$ cat src/logic/pc_stack_defs.svh
// Constants for the program counter, flag bank and return stack
`ifndef PC_STACK_DEFS_SVH
`define PC_STACK_DEFS_SVH
`define PC_WIDTH        12
`define STACK_DEPTH     6
`define CPU_CLK_DIV     13
`define RESET_VECTOR    12'hffe
`define PC_STEP         12'h001
`define DIV_CNT_W       4
`endif

$ cat src/logic/pc_stack_pkg.sv
// Types shared by the program counter, flag bank and return stack
`include "pc_stack_defs.svh"
package pc_stack_pkg;
    typedef enum logic [1:0] {
        MODE_NORMAL,
        MODE_IRQ,
        MODE_NMI
    } cpu_mode_t;

    typedef struct packed {
        logic carry;
        logic zero;
    } flag_pair_t;

    // Sequencer requests for one CPU cycle
    typedef struct packed {
        logic                   incr;
        logic                   branch_add;
        logic                   jump_load;
        logic                   call_push;
        logic                   irq_enter;
        logic                   nmi_enter;
        logic                   sub_exit;
        logic                   int_exit;
        logic [`PC_WIDTH-1:0]   target;
    } seq_req_t;

    // Flag update from the arithmetic unit
    typedef struct packed {
        logic   arith_we;
        logic   arith_carry;
        logic   logic_we;
        logic   result_zero;
        logic   bit_test_we;
        logic   tested_bit;
        logic   carry_we;
        logic   carry_val;
    } flag_upd_t;
endpackage : pc_stack_pkg

$ cat src/logic/pc_flag_bank_and_call_stack.sv
// Program counter, mode-banked carry/zero flags and six-level return stack
`timescale 1ns/10ps
`include "pc_stack_defs.svh"
module pc_flag_bank_and_call_stack #(
    parameter int DEPTH   = `STACK_DEPTH,
    parameter int DIVIDER = `CPU_CLK_DIV
) (
    // Clock and reset
    input  wire logic                       sys_clk_i,
    input  wire logic                       reset_n_i,
    // Sequencer requests
    input  wire pc_stack_pkg::seq_req_t     req_i,
    input  wire logic [7:0]                 branch_offset_i,
    // Flag updates
    input  wire pc_stack_pkg::flag_upd_t    flag_upd_i,
    // State outputs
    output logic [`PC_WIDTH-1:0]            pc_o,
    output logic                            cpu_cycle_o,
    output pc_stack_pkg::cpu_mode_t         mode_o,
    output logic                            active_carry_o,
    output logic                            active_zero_o,
    output logic                            normal_mode_carry_o,
    output logic                            normal_mode_zero_o,
    output logic                            irq_mode_carry_o,
    output logic                            irq_mode_zero_o,
    output logic                            nmi_mode_carry_o,
    output logic                            nmi_mode_zero_o,
    output logic [2:0]                      stack_level_o,
    output logic                            stack_empty_o,
    output logic                            stack_full_o
);
    import pc_stack_pkg::*;

    // ----------------------------------------------------------------
    // CPU cycle divider
    // ----------------------------------------------------------------
    logic [`DIV_CNT_W-1:0] div_q;
    logic [`DIV_CNT_W-1:0] div_d;
    wire                   cyc_end = (div_q == `DIV_CNT_W'(DIVIDER - 1));

    assign div_d = cyc_end ? '0 : div_q + `DIV_CNT_W'(1);

    always_ff @(posedge sys_clk_i or negedge reset_n_i) begin
        if (!reset_n_i) begin
            div_q <= '0;
        end else begin
            div_q <= div_d;
        end
    end

    // Registered strobe so consumers see a clean one-cycle pulse
    logic cyc_q;
    always_ff @(posedge sys_clk_i or negedge reset_n_i) begin
        if (!reset_n_i) begin
            cyc_q <= 1'b0;
        end else begin
            cyc_q <= cyc_end;
        end
    end
    wire cyc_en = cyc_q;
    assign cpu_cycle_o = cyc_q;

    // ----------------------------------------------------------------
    // Return stack and program counter
    // ----------------------------------------------------------------
    // Only addresses are held here; data registers are software's job
    logic [`PC_WIDTH-1:0] stack_q [DEPTH];
    logic [`PC_WIDTH-1:0] pc_q;
    logic [`PC_WIDTH-1:0] pc_d;
    logic [2:0]           lvl_q;
    logic [2:0]           lvl_d;

    wire do_push = req_i.call_push | req_i.irq_enter | req_i.nmi_enter;
    wire do_pop  = req_i.sub_exit | req_i.int_exit;
    wire empty   = (lvl_q == 3'h0);
    wire full    = (lvl_q == 3'(DEPTH));

    function automatic logic [`PC_WIDTH-1:0] pc_add(input logic [`PC_WIDTH-1:0] a,
                                                    input logic [7:0] off);
        logic [`PC_WIDTH-1:0] ext;
        ext = {{(`PC_WIDTH-8){off[7]}}, off};
        pc_add = a + ext;
    endfunction : pc_add

    // Interrupt entry takes priority over a concurrent increment
    assign pc_d = (do_push | req_i.jump_load) ? req_i.target :
                  (do_pop && !empty)          ? stack_q[0] :
                  (do_pop && empty)           ? pc_add(pc_q, 8'h01) :
                  req_i.branch_add            ? pc_add(pc_q, branch_offset_i) :
                  req_i.incr                  ? pc_q + `PC_STEP :
                  pc_q;

    assign lvl_d = (do_push && !full) ? lvl_q + 3'h1 :
                   (do_pop && !empty) ? lvl_q - 3'h1 :
                   lvl_q;

    always_ff @(posedge sys_clk_i or negedge reset_n_i) begin
        if (!reset_n_i) begin
            pc_q  <= `RESET_VECTOR;
            lvl_q <= 3'h0;
        end else if (cyc_en) begin
            pc_q  <= pc_d;
            lvl_q <= lvl_d;
        end
    end

    always_ff @(posedge sys_clk_i or negedge reset_n_i) begin
        if (!reset_n_i) begin
            for (int i = 0; i < DEPTH; i++) begin
                stack_q[i] <= '0;
            end
        end else if (cyc_en && do_push) begin
            // Stack receives the address to resume at
            stack_q[0] <= pc_q;
            for (int i = 1; i < DEPTH; i++) begin
                stack_q[i] <= stack_q[i-1];
            end
        end else if (cyc_en && do_pop && !empty) begin
            for (int i = 0; i < DEPTH - 1; i++) begin
                stack_q[i] <= stack_q[i+1];
            end
            stack_q[DEPTH-1] <= '0;
        end
    end

    // ----------------------------------------------------------------
    // Mode tracking and flag bank
    // ----------------------------------------------------------------
    // Previous mode of the two innermost interrupt nestings kept in a two-entry mode stack
    cpu_mode_t mode_q;
    cpu_mode_t mode_d;
    cpu_mode_t prev_q [2];

    assign mode_d = req_i.nmi_enter ? MODE_NMI :
                    req_i.irq_enter ? MODE_IRQ :
                    req_i.int_exit  ? prev_q[0] :
                    mode_q;

    always_ff @(posedge sys_clk_i or negedge reset_n_i) begin
        if (!reset_n_i) begin
            mode_q    <= MODE_NMI;
            prev_q[0] <= MODE_NORMAL;
            prev_q[1] <= MODE_NORMAL;
        end else if (cyc_en) begin
            mode_q <= mode_d;
            if (req_i.nmi_enter || req_i.irq_enter) begin
                prev_q[0] <= mode_q;
                prev_q[1] <= prev_q[0];
            end else if (req_i.int_exit) begin
                prev_q[0] <= prev_q[1];
                prev_q[1] <= MODE_NORMAL;
            end
        end
    end

    flag_pair_t bank_q [3];
    flag_pair_t act;
    flag_pair_t act_d;

    assign act = bank_q[mode_q];
    assign act_d.carry = flag_upd_i.bit_test_we ? flag_upd_i.tested_bit :
                         flag_upd_i.arith_we    ? flag_upd_i.arith_carry :
                         flag_upd_i.carry_we    ? flag_upd_i.carry_val :
                         act.carry;
    assign act_d.zero  = (flag_upd_i.arith_we | flag_upd_i.logic_we) ?
                         flag_upd_i.result_zero : act.zero;

    always_ff @(posedge sys_clk_i or negedge reset_n_i) begin
        if (!reset_n_i) begin
            for (int i = 0; i < 3; i++) begin
                bank_q[i] <= '0;
            end
        end else if (cyc_en) begin
            // Only the owning pair is written; others hold across switches
            bank_q[mode_q] <= act_d;
        end
    end

    assign pc_o                = pc_q;
    assign mode_o              = mode_q;
    assign active_carry_o      = act.carry;
    assign active_zero_o       = act.zero;
    assign normal_mode_carry_o = bank_q[MODE_NORMAL].carry;
    assign normal_mode_zero_o  = bank_q[MODE_NORMAL].zero;
    assign irq_mode_carry_o    = bank_q[MODE_IRQ].carry;
    assign irq_mode_zero_o     = bank_q[MODE_IRQ].zero;
    assign nmi_mode_carry_o    = bank_q[MODE_NMI].carry;
    assign nmi_mode_zero_o     = bank_q[MODE_NMI].zero;
    assign stack_level_o       = lvl_q;
    assign stack_empty_o       = empty;
    assign stack_full_o        = full;

    // Clocks since the last strobe; a counter keeps the check cheap to unroll
    logic [7:0] gap_q;
    always_ff @(posedge sys_clk_i or negedge reset_n_i) begin
        if (!reset_n_i) begin
            gap_q <= 8'h00;
        end else begin
            gap_q <= cyc_q ? 8'h01 : gap_q + 8'h01;
        end
    end
endmodule : pc_flag_bank_and_call_stack

$ cat config.mk
export PLATFORM = sky130hd
export DESIGN_NAME = pc_flag_bank_and_call_stack
export DESIGN_NICKNAME = d
export VERILOG_FILES = /design/src/logic/pc_stack_pkg.sv /design/src/logic/pc_flag_bank_and_call_stack.sv
export VERILOG_INCLUDE_DIRS = /design/src /design/src/logic
export SDC_FILE = /design/constraint.sdc
export NUM_CORES = 1
export LEC_CHECK = 0
export BUFFER_PORTS_ARGS = -buffer_cell sky130_fd_sc_hd__buf_2
export CAP_MARGIN = 20
export CORE_ASPECT_RATIO = 1.5
export CORE_MARGIN = 10
export CORE_UTILIZATION = 53
export CTS_CLUSTER_DIAMETER = 100
export CTS_CLUSTER_SIZE = 10
export DETAILED_ROUTE_END_ITERATION = 10
export HOLD_SLACK_MARGIN = 0.02
export PLACE_DENSITY_LB_ADDON = 0.12
export SLEW_MARGIN = 20
export SYNTH_ARGS = -nofsm -noshare
export SYNTH_HDL_FRONTEND = slang
export SYNTH_SLANG_ARGS = --single-unit
$ cat constraint.sdc
create_clock -name sys_clk_i -period 3.4 [get_ports sys_clk_i]
set_input_delay 0.68 -clock sys_clk_i [delete_from_list [all_inputs] [get_ports sys_clk_i]]
set_output_delay 0.68 -clock sys_clk_i [all_outputs]
set_load 0.05 [all_outputs]
==> flow_summary_export.csv <==
group,metric,value,unit
outcome,status,"completed",
grt,grt_max_degree,62,
floorplanning,die_w,104.1,um
placed_design,portBuffers,65,
floorplanning,coreArea,10480,um^2
clock_network,cts_root_buffer,"clkbuf_16",
job,cap_violations,0,
timing,layout_min_cycle_time,2.438,ns
logic_synthesis,yosysWarnings,0,
setup_path,start_kind,"register",
timing,hold_viol_final,0,
logic_synthesis,yosysUniqueCellTypes,53,
grt,grt_pass1_vias,4770,
finish,diodes,0,
routing,drc,0,
timing,clock_skew,0.009899,ns
clock_network,clock_latency,0.34,ns
power_and_ir_drop,powerDensity,502.5,nW/um^2
setup_path,critPathRequiredTime,2.72,ns
timing,tightest_slew,0.8153,ns
logic_synthesis,ys_async_sr_fraction,100.0,%
routing,drt_iter0_drc,356,
clock_network,hold_buffers,0,
clock_network,path_clk_slew,0.07,ns
logic_synthesis,yosysSeqAreaShare,46.50,%
logic_synthesis,syn-cell-area,5629,um^2
setup_path,slowest_stage,"dfrtp_1",
setup_path,cpPeakStageDelay,0.82,ns
timing,fin_crit_sh,71.71,%
clock_network,cts-resized-gates,0,
finish,stdcell_count,849,
finish,most-common-layout-cells,"nand2_1, dfrtp_1, nor2_1, buf_2, a31oi_1",
worst_hold_path,min_path_type,"in -> async",
finish,final_common_cell,"nand2_1",
floorplanning,start_util,53.74,%
placed_design,place.gp.congestion,0.9558,
timing,tns,0,ns
logic_synthesis,synth_edf_count,0,
placed_design,dp_hpwl,9617,um
logic_synthesis,avgSynthCellArea,8.634,um^2
timing,setup_ws,0.9620,ns
floorplanning,ios,66,
timing,fmax,410.2,MHz
logic_synthesis,synth_top_cells_by_area,"dfrtp_1, nand2_1, a31oi_1",
routing,drt_first_pass_iters,5,
timing,drv_slew,0,
routing,vias_per_cell,5.834,
power_and_ir_drop,totalPowerFinal,3.212,mW
grt,grt_usage,18.25,%
setup_path,path_max_fanout,21,
timing,rsz0062_at_grt,"no",
logic_synthesis,synth_seq_cells,104,
routing,vias,4953,
grt,grt-ovfl-total,0,
logic_synthesis,syn_inst,652,
logic_synthesis,synth_nets,706,
power_and_ir_drop,peakVddDrop,344.9,uV
power_and_ir_drop,p_leak,2.831,nW
finish,nNetsFinal,754,
setup_path,path_class,"reg -> out",
grt,antenna_found_initial,0,
clock_network,cts_inserted_buffers,9,
setup_path,crit_arrival,1.76,ns
logic_synthesis,yosys.area.top_type,"dfrtp_1",
placed_design,dpl_worst_slack,0.7516,ns
clock_network,ctsLongestPathBuffers,2,
clock_network,h-tree-depth,3,
floorplanning,row_count,46,
routing,wl_per_cell,16.20,um
logic_synthesis,synth.top_cell.area_share,40.90,%
setup_path,endpoint_kind,"primary output",
logic_synthesis,synthFlopType,"dfrtp_1",
setup_path,crit_chain,"buf_4 > buf_2",
routing,postRouteAntennaNets,0,
finish,syn_to_final_growth,13.54,%
clock_network,post_cts_buffers,0,
timing,maxSlewHeadroom,45.65,%
timing,finalSetupViolCount,0,
clock_network,cts_tree,"yes",
clock_network,clock_sinks,104,
routing,wl,13750,um
floorplanning,die_y,146.2,um
floorplanning,die_area,15230,um^2
finish,drive_gt1_share,16.45,%
placed_design,post-place-cells,833,
grt,grt_pass1_wl,23500,um
logic make-up (layout without fill, tap and decap cells):
group / after synthesis / after routing / share of synthesized area, %
simple gates: 279 / 279 / 20.89
compound gates: 172 / 172 / 20.25
flops: 104 / 104 / 46.50
buf+inv: 53 / 106 / 3.934
xor+xnor: 18 / 18 / 2.801
fa+ha+maj: 16 / 16 / 3.823
mux: 10 / 10 / 1.800
worst paths after layout:
check,startpoint,to,slack [ns],cells past startpoint
min in group sys_clk_i,div_q[3]$_DFF_PN0_,div_q[3]$_DFF_PN0_,0.47,1
worst max register to register,pc_o[8]$_DFFE_PN1P_,pc_o[11]$_DFFE_PN1P_,0.98,7
max in group asynchronous,reset_n_i,stack_q[20]$_DFFE_PN0P_,2.24,2
worst min register to register,div_q[3]$_DFF_PN0_,div_q[3]$_DFF_PN0_,0.47,1
worst min-delay path,reset_n_i,stack_q[61]$_DFFE_PN0P_,0.43,1
worst max-delay path,cpu_cycle_o$_DFF_PN0_,cpu_cycle_o,0.96,2
worst max-delay path, delay by kind of cell (launching register included):
family	cells	cell delay (ns)
buffers and inverters	2	0.58
flip-flops	1	0.82
cell type report:
class	instances	area, um^2
multi-input combinational	495	2814
sequential	104	2618
clock buffer	12	246.5
fill	935	4084
clock inverter	4	45.04
tap	144	180.2
inverter	14	52.55
timing repair buffer	76	435.4
cell usage after synthesis, types with 3 or more instances:
cell type  number
nand2_1       138
nor2_1         82
nor2b_1         3
a211oi_1        4
nor3_1         13
buf_2          15
o21a_1          7
mux2i_1         9
o211ai_1        4
o21ai_0        22
ha_1           14
nand3_1        13
or3_1           5
a32o_1          3
a31oi_1        56
dfrtp_1        92
xnor2_1        10
a22o_1         12
dfstp_2        12
clkbuf_1       22
o221ai_1        5
and3_1          7
nand4_1         6
inv_1          14
o22ai_1        13
a21oi_1        26
xor2_1          8
per-stage QoR:
step                hold slack [ns]  cell area, um^2  utilization (%)
floorplan                    0.3844             5629                -
global placement             0.4392             6096            58.19
detailed placement           0.4636             6096            58.19
CTS                          0.4583             6387            60.98
global route                 0.4786             6391            61.01
finish                       0.4259             6391            61.01
state kept, by name, summed over array words and instances (netlist names):
signal               cells
irq_mode_carry_o         1
mode_o                   2
normal_mode_zero_o       1
prev_q                   4
nmi_mode_carry_o         1
cpu_cycle_o              1
stack_q                 72
normal_mode_carry_o      1
div_q                    4
pc_o                    12
stack_level_o            3
irq_mode_zero_o          1
nmi_mode_zero_o          1
power breakdown:
group          leakage [nW]  internal [mW]  switching (mW)  total [mW]
clock network         0.146          0.588           0.429        1.02
registers              1.28           1.38           0.142        1.52
logic                  1.41          0.244           0.428       0.673
per-layer routing:
metal  track usage (%)  share of wire [%]
met1             22.65                 44
met5                 0                  0
met4             5.936                1.6
met2             30.66                 49
met3             4.097                4.6
Power figures use the tool's default switching activity.
